File: src/verilog/tbi_params.svh
// constants for the timebase and event interrupt block
`ifndef TBI_PARAMS_SVH
`define TBI_PARAMS_SVH
`define TBI_ADDR_TBCTL     12'h000
`define TBI_ADDR_ENABLE    12'h004
`define TBI_ADDR_FLAGS     12'h008
`define TBI_ADDR_STATUS    12'h00C
`define TBI_TBCTL_RST      8'h37
`define TBI_TBCTL_MASK     8'hF7
`define TBI_BIT_ON         7
`define TBI_BIT_CKSEL      6
`define TBI_EN_GLOBAL      0
`define TBI_EN_TICK0       1
`define TBI_EN_TICK1       2
`define TBI_EN_EEPROM      3
`define TBI_EN_TMP         4
`define TBI_EN_TMA         5
`define TBI_EN_SHARED      6
`define TBI_EN_CMP         7
`define TBI_FL_TICK0       0
`define TBI_FL_TICK1       1
`define TBI_FL_EEPROM      2
`define TBI_FL_TMP         3
`define TBI_FL_TMA         4
`define TBI_FL_SHARED      5
`define TBI_FL_CMP         6
`define TBI_SYSDIV         2'h3
`define TBI_T0_BASE        8
`define TBI_T1_BASE        12
`endif

File: src/verilog/tbi_pkg.sv
// types for the timebase and event interrupt block
package tbi_pkg;
	typedef enum logic [2:0] {
		TBI_V_NONE,
		TBI_V_CMP,
		TBI_V_TICK0,
		TBI_V_TICK1,
		TBI_V_EEPROM,
		TBI_V_SHARED
	} tbi_vec_e;
	typedef struct packed {
		logic       req;
		logic [2:0] vec;
	} tbi_vreq_s;
	typedef struct packed {
		logic ack;
		logic return_from_interrupt;
		logic ret;
		logic stack_full;
	} tbi_core_s;
endpackage
File: src/verilog/tbi_core.sv
// timebase and event interrupt controller with apb registers
`include "tbi_params.svh"
`timescale 1ns/1ps
`default_nettype none
module tbi_core (
	input  wire logic             clk_sys,
	input  wire logic             reset,
	input  wire logic             psel,
	input  wire logic             penable,
	input  wire logic             pwrite,
	input  wire logic [11:0]      paddr,
	input  wire logic [31:0]      pwdata,
	output logic      [31:0]      prdata,
	output logic                  pready,
	output logic                  pslverr,
	input  wire logic             tick_osc,
	input  wire logic             eeprom_write_done,
	input  wire logic             timer_p_match,
	input  wire logic             timer_a_match,
	input  wire logic             protection_comparator,
	input  wire tbi_pkg::tbi_core_s core_in,
	output tbi_pkg::tbi_vreq_s    vec_out,
	output logic                  global_irq_enable,
	output logic                  wake_up
);
	////////////////////////////////////////////////////////////////////////
	logic [7:0]  tbctl_r;
	logic [7:0]  enable_r;
	logic [6:0]  flags_r;
	logic [6:0]  flags_nxt;
	logic [1:0]  osc_sync_r;
	logic [1:0]  cmp_sync_r;
	logic        osc_prev_r;
	logic        cmp_prev_r;
	logic [1:0]  sysdiv_r;
	logic [15:0] div_r;
	logic [15:0] div_prev_r;
	logic        tick_in;
	logic        tick0_ovf;
	logic        tick1_ovf;
	logic [3:0]  t0_bit;
	logic [3:0]  t1_bit;
	logic        wr_en;
	logic        rd_en;
	logic        map_hit;
	tbi_pkg::tbi_vec_e sel_vec;
	tbi_pkg::tbi_vec_e taken_vec;
	logic [6:0]  svc_clr;
	logic [6:0]  sw_clr;
	logic [6:0]  sw_set;
	logic [6:0]  hw_set;

	////////////////////////////////////////////////////////////////////////
	// synchronisers for asynchronous inputs
	always_ff @(posedge clk_sys) begin
		if (reset) begin
			osc_sync_r <= 2'h0;
			cmp_sync_r <= 2'h0;
			osc_prev_r <= 1'b0;
			cmp_prev_r <= 1'b0;
		end else begin
			osc_sync_r <= {osc_sync_r[0], tick_osc};
			cmp_sync_r <= {cmp_sync_r[0], protection_comparator};
			osc_prev_r <= osc_sync_r[1];
			cmp_prev_r <= cmp_sync_r[1];
		end
	end

	////////////////////////////////////////////////////////////////////////
	// tick input clock and divider chain
	always_ff @(posedge clk_sys) begin
		if (reset) begin
			sysdiv_r <= 2'h0;
		end else begin
			sysdiv_r <= sysdiv_r + 2'h1;
		end
	end

	always_comb begin
		if (tbctl_r[`TBI_BIT_CKSEL]) begin
			tick_in = (sysdiv_r == `TBI_SYSDIV);
		end else begin
			tick_in = osc_sync_r[1] & ~osc_prev_r;
		end
	end

	always_ff @(posedge clk_sys) begin
		if (reset || !tbctl_r[`TBI_BIT_ON]) begin
			div_r      <= 16'h0000;
			div_prev_r <= 16'h0000;
		end else begin
			div_prev_r <= div_r;
			if (tick_in) begin
				div_r <= div_r + 16'h0001;
			end
		end
	end

	// falling edge of bit n-1 marks each 2^n input clocks
	assign t0_bit    = 4'(`TBI_T0_BASE - 1) + {1'b0, tbctl_r[2:0]};
	assign t1_bit    = 4'(`TBI_T1_BASE - 1) + {2'h0, tbctl_r[5:4]};
	assign tick0_ovf = div_prev_r[t0_bit] & ~div_r[t0_bit];
	assign tick1_ovf = div_prev_r[t1_bit] & ~div_r[t1_bit];

	////////////////////////////////////////////////////////////////////////
	// priority select and vectoring
	always_comb begin
		sel_vec = tbi_pkg::TBI_V_NONE;
		if (enable_r[`TBI_EN_GLOBAL] && !core_in.stack_full) begin
			if (flags_r[`TBI_FL_CMP] && enable_r[`TBI_EN_CMP]) begin
				sel_vec = tbi_pkg::TBI_V_CMP;
			end else if (flags_r[`TBI_FL_TICK0] && enable_r[`TBI_EN_TICK0]) begin
				sel_vec = tbi_pkg::TBI_V_TICK0;
			end else if (flags_r[`TBI_FL_TICK1] && enable_r[`TBI_EN_TICK1]) begin
				sel_vec = tbi_pkg::TBI_V_TICK1;
			end else if (flags_r[`TBI_FL_EEPROM] && enable_r[`TBI_EN_EEPROM]) begin
				sel_vec = tbi_pkg::TBI_V_EEPROM;
			end else if (flags_r[`TBI_FL_SHARED] && enable_r[`TBI_EN_SHARED]
				&& ((flags_r[`TBI_FL_TMP] && enable_r[`TBI_EN_TMP])
				|| (flags_r[`TBI_FL_TMA] && enable_r[`TBI_EN_TMA]))) begin
				sel_vec = tbi_pkg::TBI_V_SHARED;
			end
		end
	end

	always_ff @(posedge clk_sys) begin
		if (reset) begin
			vec_out   <= '0;
			taken_vec <= tbi_pkg::TBI_V_NONE;
		end else begin
			if (core_in.ack) begin
				vec_out   <= '0;
			end else begin
				vec_out.req <= (sel_vec != tbi_pkg::TBI_V_NONE);
				vec_out.vec <= sel_vec;
			end
			if (core_in.ack && vec_out.req) begin
				taken_vec <= tbi_pkg::tbi_vec_e'(vec_out.vec);
			end
		end
	end

	////////////////////////////////////////////////////////////////////////
	// request flags
	always_comb begin
		svc_clr = 7'h00;
		if (core_in.ack && vec_out.req) begin
			case (tbi_pkg::tbi_vec_e'(vec_out.vec))
				tbi_pkg::TBI_V_CMP:    svc_clr[`TBI_FL_CMP]    = 1'b1;
				tbi_pkg::TBI_V_TICK0:  svc_clr[`TBI_FL_TICK0]  = 1'b1;
				tbi_pkg::TBI_V_TICK1:  svc_clr[`TBI_FL_TICK1]  = 1'b1;
				tbi_pkg::TBI_V_EEPROM: svc_clr[`TBI_FL_EEPROM] = 1'b1;
				tbi_pkg::TBI_V_SHARED: svc_clr[`TBI_FL_SHARED] = 1'b1;
				default:               svc_clr = 7'h00;
			endcase
		end
	end

	assign hw_set[`TBI_FL_TICK0]  = tick0_ovf;
	assign hw_set[`TBI_FL_TICK1]  = tick1_ovf;
	assign hw_set[`TBI_FL_EEPROM] = eeprom_write_done;
	assign hw_set[`TBI_FL_TMP]    = timer_p_match;
	assign hw_set[`TBI_FL_TMA]    = timer_a_match;
	assign hw_set[`TBI_FL_SHARED] = timer_p_match | timer_a_match;
	assign hw_set[`TBI_FL_CMP]    = cmp_sync_r[1] ^ cmp_prev_r;

	assign wr_en   = psel & penable & pwrite;
	assign rd_en   = psel & penable & ~pwrite;
	assign map_hit = (paddr == `TBI_ADDR_TBCTL) || (paddr == `TBI_ADDR_ENABLE)
		|| (paddr == `TBI_ADDR_FLAGS) || (paddr == `TBI_ADDR_STATUS);
	// flag register: write 1 sets, write 0 clears (lets software pre-set)
	assign sw_set = (wr_en && paddr == `TBI_ADDR_FLAGS) ? pwdata[6:0] : 7'h00;
	assign sw_clr = (wr_en && paddr == `TBI_ADDR_FLAGS) ? ~pwdata[6:0] : 7'h00;
	// hardware set wins over any clear
	assign flags_nxt = hw_set | sw_set | (flags_r & ~sw_clr & ~svc_clr);

	always_ff @(posedge clk_sys) begin
		if (reset) begin
			flags_r <= 7'h00;
			wake_up <= 1'b0;
		end else begin
			flags_r <= flags_nxt;
			wake_up <= |(flags_nxt & ~flags_r);
		end
	end

	////////////////////////////////////////////////////////////////////////
	// control registers and apb slave
	always_ff @(posedge clk_sys) begin
		if (reset) begin
			tbctl_r <= `TBI_TBCTL_RST;
		end else if (wr_en && paddr == `TBI_ADDR_TBCTL) begin
			tbctl_r <= pwdata[7:0] & `TBI_TBCTL_MASK;
		end
	end

	always_ff @(posedge clk_sys) begin
		if (reset) begin
			enable_r <= 8'h00;
		end else begin
			if (wr_en && paddr == `TBI_ADDR_ENABLE) begin
				enable_r <= pwdata[7:0];
			end
			if (core_in.ack && vec_out.req) begin
				enable_r[`TBI_EN_GLOBAL] <= 1'b0;
			end else if (core_in.return_from_interrupt) begin
				enable_r[`TBI_EN_GLOBAL] <= 1'b1;
			end
		end
	end

	always_ff @(posedge clk_sys) begin
		if (reset) begin
			global_irq_enable <= 1'b0;
		end else begin
			global_irq_enable <= enable_r[`TBI_EN_GLOBAL];
		end
	end

	always_ff @(posedge clk_sys) begin
		if (reset) begin
			pready  <= 1'b0;
			pslverr <= 1'b0;
			prdata  <= 32'h0000_0000;
		end else begin
			pready  <= psel & ~penable;
			pslverr <= psel & ~penable & ~map_hit;
			prdata  <= 32'h0000_0000;
			if (psel && !penable && !pwrite) begin
				case (paddr)
					`TBI_ADDR_TBCTL:  prdata <= {24'h00_0000, tbctl_r};
					`TBI_ADDR_ENABLE: prdata <= {24'h00_0000, enable_r};
					`TBI_ADDR_FLAGS:  prdata <= {25'h000_0000, flags_r};
					`TBI_ADDR_STATUS: prdata <= {29'h0000_0000, taken_vec};
					default:          prdata <= 32'h0000_0000;
				endcase
			end
		end
	end
endmodule
`default_nettype wire

File: config.mk
export PLATFORM = sky130hd
export DESIGN_NAME = tbi_core
export DESIGN_NICKNAME = d
export VERILOG_FILES = /design/src/verilog/tbi_pkg.sv /design/src/verilog/tbi_core.sv
export VERILOG_INCLUDE_DIRS = /design/src /design/src/verilog
export SDC_FILE = /design/constraint.sdc
export NUM_CORES = 1
export LEC_CHECK = 0
export BUFFER_PORTS_ARGS = -buffer_cell sky130_fd_sc_hd__clkbuf_2
export CORE_MARGIN = 5
export CORE_UTILIZATION = 45
export CTS_CLUSTER_SIZE = 8
export DETAILED_ROUTE_END_ITERATION = 8
export GPL_ROUTABILITY_DRIVEN = 0
export MAX_ROUTING_LAYER = met4
export PLACE_DENSITY = 0.7
export SYNTH_ARGS = -nofsm -noshare
export SYNTH_HDL_FRONTEND = slang
export SYNTH_SLANG_ARGS = --single-unit
export TNS_END_PERCENT = 20
File: constraint.sdc
create_clock -name clk_sys -period 3.3 [get_ports clk_sys]
set_clock_uncertainty 0.15 [all_clocks]
set_input_delay 0.33 -clock clk_sys [delete_from_list [all_inputs] [get_ports clk_sys]]
set_output_delay 0.33 -clock clk_sys [all_outputs]
set_load 0.03 [all_outputs]
==> key figures, run 1 <==
Run status
  – Status: complete, no violations

Clock tree
  – # hold bufs at CTS: 0
  – Bufs on Longest Clock Path: 2
  – CTS tree: done
  – Clock Latency Late Sink: about 340 ps
  – Post-CTS resize count: 0
  – Sinks on the clock net: just under 80
  – CTS root buf: clkbuf_8
  – Post CTS Setup Buffer Count: 0
  – Clk pin slew, worst setup/hold paths: 70 ps
  – H-tree Lvls: 3
  – Num CTS Buffers: 9

Power and ir drop
  – P_int: 1320 uW
  – Sw Ratio: 0.243
  – Net switching power: roughly 430 uW
  – PwrDens: roughly 440 nW/um2
  – Worst IR Drop VDD: ~170 uV
  – Clock share of power: 0.382
  – Sequential share of power: 0.544
  – Leakage: between 0.0015 and 0.002 uW
  – Gate power share: 0.075

Worst setup path
  – Critical path arrival: roughly 2500 ps
  – Max FO, Critical Path: 12
  – Crit start category: register
  – Crit path capture type: register
  – Worst setup path end: wake_up$_SDFF_PP0_
  – CP max stage cell: dfxtp_1
  – CP cell instances: inv_1 -> ha_1 -> and3b_1 -> nor4_1 -> a311oi_1 -> a221oi_1 -> o22ai_1
  – Reg2reg setup slack: between 800 and 900 ps
  – Critical path type: reg2reg
  – Crit-path max cell delay: between 500 and 600 ps
  – CP Data Required Time: around 3400 ps
  – Cells on worst reg2reg path: 7
  – CP startpoint: tbctl_r[0]$_SDFFE_PP1P_
  – Worst R2R Start: tbctl_r[0]$_SDFFE_PP1P_
  – Worst R2R End: wake_up$_SDFF_PP0_

Placed design
  – DP Wirelength: just under 6000 um
  – Inst Count DP: 536
  – Pre-CTS setup slack: ~840 ps
  – Port bufs: 48

Detailed routing
  – WL final: between 7000 and 8000 um
  – Wire length on met3: between 400 and 500 um
  – Met2 wire len: 3670 um
  – DR iter-0 viols: roughly 140
  – TritonRoute pass-1 iters: 4
  – WL/cell: between 10 and 15 um
  – Met1 WL: roughly 3400 um
  – Drt via density: a little over 5
  – DRC Markers: 0
  – Remaining antenna violation count: 0
  – Vias: around 2800
  – Highest metal used: met4

Run
  – Max Cap Violations: 0

Synth
  – Most common flop cell mapped by yosys: dfxtp_1
  – Mapped Avg Cell Area: 9.01 um2
  – Seq/Total Area, Yosys: 0.428
  – Number of enable flip-flop cells after synthesis: 0
  – Cell Area, Synth: around 3600 um2
  – Distinct cells, synth: 56
  – Synth top area share: 0.428
  – Warning count from the yosys run: 0
  – Synthesized instance count: 400
  – #FFs+latches synth: 77
  – Area leader, netlist: dfxtp_1
  – Ys async rst share: 0
  – Largest cells by area after synthesis: dfxtp_1, buf_4, nor2_1, mux2i_1, nor2b_1

Die
  – Standard-cell row count: 32
  – Initial Utilization: 0.464
  – Die area: 9890 um2
  – Die Y: ~99 um
  – Core area: 7770 um2
  – I/O pins: 98
  – Die width: approximately 99 um

STA
  – Final period util: 0.753
  – Worst-Margin Slew: between 500 and 600 ps
  – Pins Over Slew Limit: 0
  – Setup TNS: 0 ps
  – Min Clock Period, post-route: roughly 2500 ps
  – Max_slew headroom: 0.621
  – Upper clock frequency limit: around 0.4 GHz
  – Final hold vios: 0
  – Final setup margin: 815 ps
  – Final count of negative-setup-slack endpoints: 0
  – RSZ-0062 raised after global routing: false

Global routing
  – Initial antenna violation count: 0
  – Grt ovf: 0
  – Largest net degree at the start of global routing: 31
  – First-pass GRT wire length: about 13000 um
  – GRT Total Usage: 0.164
  – Number of global-route vias before repair: between 2000 and 3000

Final layout
  – Fillers: 756
  – # nets final: 507
  – Fin cells: 550
  – Antenna diode count: 0
  – Share of cells above drive strength 1: 0.179
  – Area Overhead vs Synth: 11.1%

Min path
  – Tightest Hold Check Type: in2reg
routing by layer:
metal,up-vias,GRT usage
li1,1424,-
met1,1312,0.200
met2,95,0.262
met3,16,0.0323
met4,0,0.0756
met5,-,-
layout make-up:
type | instances | area (um2) | area share
clock buffer | 9 | 124 | 0.0309
multi-input combinational | 281 | 1800 | 0.450
timing repair buffer | 51 | 263 | 0.0656
inverter | 25 | 93.8 | 0.0234
clock inverter | 5 | 53.8 | 0.0134
sequential | 77 | 1540 | 0.385
tap | 102 | 128 | 0.0319
placed cells by master (no fill, tap or decap), types with 12 or more instances in the layout:
cell      synthesis  routed
nor2_1           49      49
a21oi_1          17      17
dfxtp_1          77      77
nor2b_1          16      16
nand3_1          12      12
clkbuf_2          0      48
nand2_1          26      26
inv_1            25      25
nor3b_1          12      12
conb_1            1      24
mux2i_1          16      16
registers in the layout, indices dropped and copies added (netlist names), 2 cells and up:
signal      flops
prdata          8
enable_r        8
vec_out         4
div_r          16
flags_r         7
taken_vec       3
osc_sync_r      2
cmp_sync_r      2
div_prev_r     12
tbctl_r         7
sysdiv_r        2
stage by stage:
stage | hold WS, ps | total power, uW | area [um2] | util
after CTS | 10.8 | 1770 | 4000 | 0.515
after global routing | 29.0 | 1820 | 4000 | 0.515
after detailed placement | 266 | 1100 | 3820 | 0.492
final | 24.6 | 1750 | 4000 | 0.515
after floorplan | 249 | 1080 | 3690 | -
after global placement | 259 | 1100 | 3820 | 0.492
cells in the mapped netlist, drive strengths merged, types with 4 or more instances:
cell type,n
a211o,5
a21oi,17
a22oi,4
a311oi,5
a31oi,9
and2,9
buf,28
clkbuf,12
dfxtp,77
ha,4
inv,25
mux2i,16
nand2,26
nand2b,4
nand3,12
nand4,4
nor2,49
nor2b,16
nor3,4
nor3b,13
nor4,6
o21ai,5
or3,6
xnor2,9
power by group through the flow:
| stage | Sequential (uW) | Clock, uW | Combinational (uW) |
|---|---|---|---|
| CTS | 950 | 687 | 130 |
| global placement | 971 | 0 | 128 |
| finish | 950 | 667 | 130 |
| detailed placement | 972 | 0 | 129 |
| global route | 952 | 726 | 142 |
| floorplan | 975 | 0 | 107 |
worst min path at each step:
| stage | startpoint | to | slack (ps) | cells past startpoint |
|---|---|---|---|---|
| 2_1_floorplan | sysdiv_r[0]$_SDFF_PP0_ | sysdiv_r[0]$_SDFF_PP0_ | 250 | 1 |
| 3_3_place_gp | sysdiv_r[0]$_SDFF_PP0_ | sysdiv_r[0]$_SDFF_PP0_ | 260 | 1 |
| 3_5_place_dp | sysdiv_r[0]$_SDFF_PP0_ | sysdiv_r[0]$_SDFF_PP0_ | 270 | 1 |
| 4_1_cts | penable | pready$_SDFF_PP0_ | 10 | 2 |
| 5_1_grt | penable | pready$_SDFF_PP0_ | 30 | 2 |
| 6_report | penable | pready$_SDFF_PP0_ | 20 | 2 |
worst max-delay path: cells and delay by family, from the launching register on:
| family | cells | cell delay (ps) |
|---|---|---|
| DFF | 1 | 510 |
| AOI/OAI and AO/OA | 3 | 570 |
| and+or+nand+nor | 2 | 550 |
| adders and majority gates | 1 | 460 |
| buffers and inverters | 1 | 110 |
cell families after synthesis:
| logic type | after synthesis | share of synthesized area |
|---|---|---|
| simple gates | 158 | 0.239 |
| flops | 77 | 0.428 |
| buf+inv | 65 | 0.0966 |
| compound gates | 63 | 0.126 |
| mux | 20 | 0.0663 |
| xor+xnor | 12 | 0.0292 |
| fa+ha+maj | 4 | 0.0139 |
| other cells | 1 | 0.00104 |
(Power assumes the default switching activity.)
==> run 2: changes to the inputs <==
clock period = 2.4 ns   (was 3.3 ns; I/O delays follow)
==> key figures, run 2 (same netlist as run 1, synthesis figures left out) <==
Clock tree
  – H-tree Lvls: 3 (unchanged)
  – Post CTS Setup Buffer Count: 0 (unchanged)
  – Clk pin slew, worst setup/hold paths: 80 ps (was 70 ps)
  – Bufs on Longest Clock Path: 2 (unchanged)
  – CTS root buf: clkbuf_8 (unchanged)
  – Clock Latency Late Sink: 350 ps (was 340 ps)
  – CTS tree: done (unchanged)
  – Sinks on the clock net: 77 (unchanged)
  – Num CTS Buffers: 9 (unchanged)

Global routing
  – Grt ovf: 0 (unchanged)
  – Number of global-route vias before repair: 2769 (was 2724)
  – GRT Total Usage: 0.167 (was 0.164)
  – Initial antenna violation count: 0 (unchanged)
  – First-pass GRT wire length: 13000 um (was 12700 um)
  – Largest net degree at the start of global routing: 31 (unchanged)

STA
  – Upper clock frequency limit: 0.468 GHz (was 0.402 GHz)
  – Final count of negative-setup-slack endpoints: 0 (unchanged)
  – Final period util: 0.891 (was 0.753)
  – Final hold vios: 0 (unchanged)
  – RSZ-0062 raised after global routing: false (unchanged)
  – Max_slew headroom: 0.613 (was 0.621)
  – Pins Over Slew Limit: 0 (unchanged)
  – Final setup margin: 261 ps (was 815 ps)
  – Worst-Margin Slew: 578 ps (was 565 ps)
  – Setup TNS: 0 ps (unchanged)
  – Min Clock Period, post-route: 2140 ps (was 2490 ps)

Die
  – Standard-cell row count: 32 (unchanged)
  – Die area: 9890 um2 (unchanged)
  – Initial Utilization: 0.464 (unchanged)
  – I/O pins: 98 (unchanged)
  – Core area: 7770 um2 (unchanged)
  – Die width: 99.5 um (unchanged)
  – Die Y: 99.5 um (unchanged)

Worst setup path
  – Max FO, Critical Path: 8 (was 12)
  – Critical path type: reg2reg (unchanged)
  – Crit path capture type: register (unchanged)
  – Crit-path max cell delay: 420 ps (was 510 ps)
  – Critical path arrival: 2220 ps (was 2540 ps)
  – Critical path buffers and inverters: 1 (unchanged)
  – Reg2reg setup slack: 260 ps (was 810 ps)
  – Delay-heaviest family, CP: compound AO/OA/AOI/OAI gates (unchanged)
  – CP cell instances: inv_1 -> ha_2 -> nor3b_1 -> a2111oi_2 -> a311oi_1 -> a221oi_1 -> o22ai_1 (was inv_1 -> ha_1 -> and3b_1 -> nor4_1 -> a311oi_1 -> a221oi_1 -> o22ai_1)
  – CP Data Required Time: 2480 ps (was 3360 ps)
  – Crit start category: register (unchanged)
  – CP max stage cell: dfxtp_1 (unchanged)

Detailed routing
  – Drt via density: 5.05 (was 5.18)
  – WL/cell: 13.9 um (about the same)
  – DRC Markers: 0 (unchanged)
  – DR iter-0 viols: 130 (was 136)
  – Remaining antenna violation count: 0 (unchanged)
  – TritonRoute pass-1 iters: 4 (unchanged)
  – Vias: 2846 (was 2847)
  – WL final: 7820 um (was 7630 um)

Final layout
  – Reg with most FFs: div_r (unchanged)
  – Antenna diode count: 0 (unchanged)
  – Commonest non-fill, non-tap cells in the layout: dfxtp_1, nor2_1, clkbuf_2, nand2_1, inv_1 (unchanged)
  – Share of cells above drive strength 1: 0.193 (was 0.179)
  – Max reg flops: 16 (unchanged)
  – # nets final: 519 (was 507)
  – Commonest non-fill, non-tap cell in the layout: dfxtp_1 (unchanged)
  – Final Util: 0.533 (was 0.515)
  – Largest regs: div_r x16, div_prev_r x12 (unchanged)
  – Finished Cell Area: 4140 um2 (was 4000 um2)
  – Area Overhead vs Synth: 15.0% (was 11.1%)
  – Fin cells: 564 (was 550)

Power and ir drop
  – Leakage: 0.00161 uW (was 0.00155 uW)
  – Net switching power: 603 uW (was 425 uW)
  – Sequential share of power: 0.529 (was 0.544)
  – PwrDens: 596 nW/um2 (was 437 nW/um2)
  – P_int: 1870 uW (was 1320 uW)
  – Gate power share: 0.076 (was 0.075)
  – Sw Ratio: 0.244 (was 0.243)
  – Worst IR Drop VDD: 191 uV (was 165 uV)
  – Clock share of power: 0.394 (was 0.382)

Placed design
  – Pre-CTS setup slack: 187 ps (was 844 ps)
  – DP Wirelength: 6000 um (was 5770 um)
  – Inst Count DP: 541 (was 536)
  – Port bufs: 48 (unchanged)
  – Area post-placement: 3860 um2 (was 3820 um2)

Run
  – Max Cap Violations: 0 (unchanged)

Min path
  – Tightest Hold Check Type: in2reg (unchanged)

Run status
  – Status: complete, no violations (unchanged)
[run 2: cell count changes in the layout (fill, tap and decap cells not counted)]
cell | before | now
a2111oi_0 | 1 | 0
a2111oi_2 | 0 | 1
buf_4 | 3 | 8
clkbuf_8 | 9 | 10
clkinv_2 | 3 | 2
clkinv_4 | 1 | 0
clkinvlp_4 | 0 | 3
dlygate4sd3_1 | 0 | 7
ha_1 | 4 | 3
ha_2 | 0 | 1
[run 2: area by class of cell]
cell class	count	area, um2
clock buffer	10	138
clock inverter	6	62.6
fill	753	3630
inverter	25	93.8
multi-input combinational	281	1810
sequential	77	1540
tap	102	128
timing repair buffer	63	370
[run 2: worst register-to-register path, stage by stage, from the launching register on]
cell       delay, ps
dfxtp_1          420
inv_1             70
ha_2             420
nor3b_1           90
a2111oi_2        340
a311oi_1          90
a221oi_1         310
o22ai_1          140
[run 2: metal layers]
layer	global-route usage	part of all wire	vias to the layer above
met3	0.0351	0.046	8
met2	0.280	0.50	62
li1	-	-	1454
met5	-	0	-
met4	0.0599	0.0090	0
met1	0.198	0.44	1322
[run 2: power by group through the flow]
stage                     sequential [uW]  combinational, uW  clock, uW
after detailed placement             1340                179          0
after global placement               1340                176          0
final                                1310                189        974
after floorplan                      1340                147          0
after global routing                 1310                207       1050
after CTS                            1310                189        991
[run 2: timing repair]
action / CTS / global route
hold endpoints to repair: 8 / 0
resized for setup: 0 / 3
setup endpoints to repair: 0 / 2
hold buffers: 7 / 0
[run 2: through the flow]
step / total power [uW] / hold slack (ps)
after floorplan: 1490 / 181
after global placement: 1510 / 258
after detailed placement: 1520 / 268
after CTS: 2490 / 2.40
after global routing: 2570 / 20.4
final: 2470 / 12.1
[run 2: final timing paths]
path,start,to,depth (start not counted)
worst max-delay path,tbctl_r[1]$_SDFFE_PP1P_,wake_up$_SDFF_PP0_,7
worst min-delay path,timer_a_match,flags_r[4]$_SDFF_PP0_,3
worst max register to register,tbctl_r[1]$_SDFFE_PP1P_,wake_up$_SDFF_PP0_,7
worst min register to register,sysdiv_r[0]$_SDFF_PP0_,sysdiv_r[0]$_SDFF_PP0_,1
==> run 3: changes to the inputs <==
CORE_ASPECT_RATIO = 1.25   (was unset)
PLACE_DENSITY = 0.73   (was 0.7)
SLEW_MARGIN = 20   (was unset)
clock period = 1.9 ns   (was 2.4 ns; I/O delays follow)
==> key figures, run 3 (same netlist as run 1, synthesis figures left out) <==
Clock tree
  – Clock Latency Late Sink: 340 ps (was 350 ps)
  – Num CTS Buffers: 9 (unchanged)
  – H-tree Lvls: 3 (unchanged)
  – CTS tree: done (unchanged)
  – Bufs on Longest Clock Path: 2 (unchanged)
  – Sinks on the clock net: 77 (unchanged)
  – CTS root buf: clkbuf_8 (unchanged)
  – Clk pin slew, worst setup/hold paths: 80 ps (about the same)

Min path
  – Hold Startpoint: paddr[6] (was timer_a_match)
  – Tightest Hold Check Type: in2reg (unchanged)

STA
  – Final hold vios: 0 (unchanged)
  – RSZ-0062 raised after global routing: true (was false)
  – Min Clock Period, post-route: 1860 ps (was 2140 ps)
  – Final count of negative-setup-slack endpoints: 0 (unchanged)
  – Setup TNS: 0 ps (unchanged)
  – Upper clock frequency limit: 0.537 GHz (was 0.468 GHz)
  – Final period util: 0.980 (was 0.891)
  – Final setup margin: 38.7 ps (was 261 ps)
  – Pins Over Slew Limit: 0 (unchanged)

Detailed routing
  – Met2 wire len: 4310 um (was 3930 um)
  – Vias: 3038 (was 2846)
  – WL final: 8270 um (was 7820 um)
  – Drt via density: 5.21 (was 5.05)
  – DR iter-0 viols: 141 (was 130)
  – WL/cell: 14.2 um (was 13.9 um)
  – Met1 WL: 3240 um (was 3450 um)
  – DRC Markers: 0 (unchanged)
  – Wire length on met3: 496 um (was 361 um)
  – TritonRoute pass-1 iters: 4 (unchanged)
  – Highest metal used: met4 (unchanged)
  – Remaining antenna violation count: 0 (unchanged)

Global routing
  – First-pass GRT wire length: 13700 um (was 13000 um)
  – Number of global-route vias before repair: 2935 (was 2769)
  – Grt ovf: 0 (unchanged)
  – Largest net degree at the start of global routing: 39 (was 31)
  – Initial antenna violation count: 0 (unchanged)
  – GRT Total Usage: 0.176 (was 0.167)

Run status
  – Status: complete, no violations (unchanged)

Worst setup path
  – CP Data Required Time: 2020 ps (was 2480 ps)
  – CP startpoint: tbctl_r[0]$_SDFFE_PP1P_ (was tbctl_r[1]$_SDFFE_PP1P_)
  – Max FO, Critical Path: 7 (was 8)
  – Worst R2R Start: tbctl_r[0]$_SDFFE_PP1P_ (was tbctl_r[1]$_SDFFE_PP1P_)
  – Critical path type: reg2reg (unchanged)
  – Critical path arrival: 1980 ps (was 2220 ps)
  – Crit start category: register (unchanged)
  – Crit path capture type: register (unchanged)

Die
  – Die Y: 110 um (was 99.5 um)
  – Initial Utilization: 0.462 (was 0.464)
  – I/O pins: 98 (unchanged)
  – Die area: 9910 um2 (was 9890 um2)
  – Standard-cell row count: 36 (was 32)
  – Die width: 90.0 um (was 99.5 um)
  – Core area: 7790 um2 (was 7770 um2)

Final layout
  – # nets final: 546 (was 519)
  – Largest regs: div_r x16, div_prev_r x12 (unchanged)
  – Commonest non-fill, non-tap cell in the layout: dfxtp_1 (unchanged)
  – Reg with most FFs: div_r (unchanged)
  – Commonest non-fill, non-tap cells in the layout: dfxtp_1, nor2_1, clkbuf_2, nand2_1, buf_4 (was dfxtp_1, nor2_1, clkbuf_2, nand2_1, inv_1)
  – Fin cells: 583 (was 564)
  – Share of cells above drive strength 1: 0.240 (was 0.193)
  – Antenna diode count: 0 (unchanged)
  – Fillers: 696 (was 753)
  – Max reg flops: 16 (unchanged)
  – Area Overhead vs Synth: 22.9% (was 15.0%)

Placed design
  – DP Wirelength: 6110 um (was 6000 um)
  – Port bufs: 48 (unchanged)
  – Pre-CTS setup slack: -76.6 ps (was 187 ps)
  – Inst Count DP: 548 (was 541)

Power and ir drop
  – Leakage: 0.00174 uW (was 0.00161 uW)
  – PwrDens: 702 nW/um2 (was 596 nW/um2)
  – Worst IR Drop VDD: 443 uV (was 191 uV)

Run
  – Max Cap Violations: 0 (unchanged)
[run 3: cell count changes in the layout (fill, tap and decap cells not counted), moves of 2 or more]
cell / previous run / this run
a311oi_2: 0 / 2
dlygate4sd3_1: 7 / 17
dfxtp_2: 0 / 2
dfxtp_1: 77 / 75
nor4_2: 0 / 3
a311oi_1: 5 / 3
clkinvlp_4: 3 / 0
buf_4: 8 / 25
nor4_1: 4 / 1
[run 3: worst paths after layout]
kind,slack [ps],cells past startpoint,end
worst max register to register,40,8,wake_up$_SDFF_PP0_
worst min-delay path,10,4,pslverr$_SDFF_PP0_
worst max-delay path,40,8,wake_up$_SDFF_PP0_
worst min register to register,280,1,sysdiv_r[0]$_SDFF_PP0_
[run 3: stage by stage]
step	power, uW	area (um2)	utilization	hold WS [ps]
floorplan	1880	3720	-	131
global placement	1910	3980	0.510	247
detailed placement	1920	3980	0.510	247
CTS	3130	4370	0.561	0.173
global route	3260	4430	0.568	21.4
finish	3110	4430	0.568	13.6
[run 3: layout make-up]
type | instances | area, um2 | area share
inverter | 25 | 93.8 | 0.0212
clock inverter | 4 | 48.8 | 0.0110
multi-input combinational | 281 | 1880 | 0.425
timing repair buffer | 90 | 598 | 0.135
clock buffer | 11 | 141 | 0.0319
tap | 95 | 119 | 0.0268
sequential | 77 | 1540 | 0.349
[run 3: report_power, final]
part	switching, uW	internal (uW)	leakage, uW
Clock	565	634	0.0000992
Combinational	157	100	0.00102
Sequential	16.0	1640	0.000624
Total	738	2370	0.00174
[run 3: metal layers]
| layer | global-route usage | up-vias |
|---|---|---|
| li1 | - | 1505 |
| met1 | 0.188 | 1431 |
| met2 | 0.313 | 86 |
| met3 | 0.0394 | 16 |
| met4 | 0.0798 | 0 |
| met5 | - | - |
[run 3: timing repair]
| action | in CTS | in global routing |
|---|---|---|
| hold buffers | 17 | 0 |
| endpoints found under the hold margin | 16 | 0 |
| resized for setup | 3 | 10 |
| pin swaps | 7 | 3 |
| endpoints found under the setup margin | 2 | 6 |
| buffers inserted | 3 | 0 |
[run 3: worst max-delay path, stage by stage, from the launching register on]
cell and delay, ps:
dfxtp_2 330, inv_2 50, ha_4 260, buf_4 150, nor3b_1 190, a31oi_1 60
a311oi_1 350, a221oi_2 120, o22ai_1 130
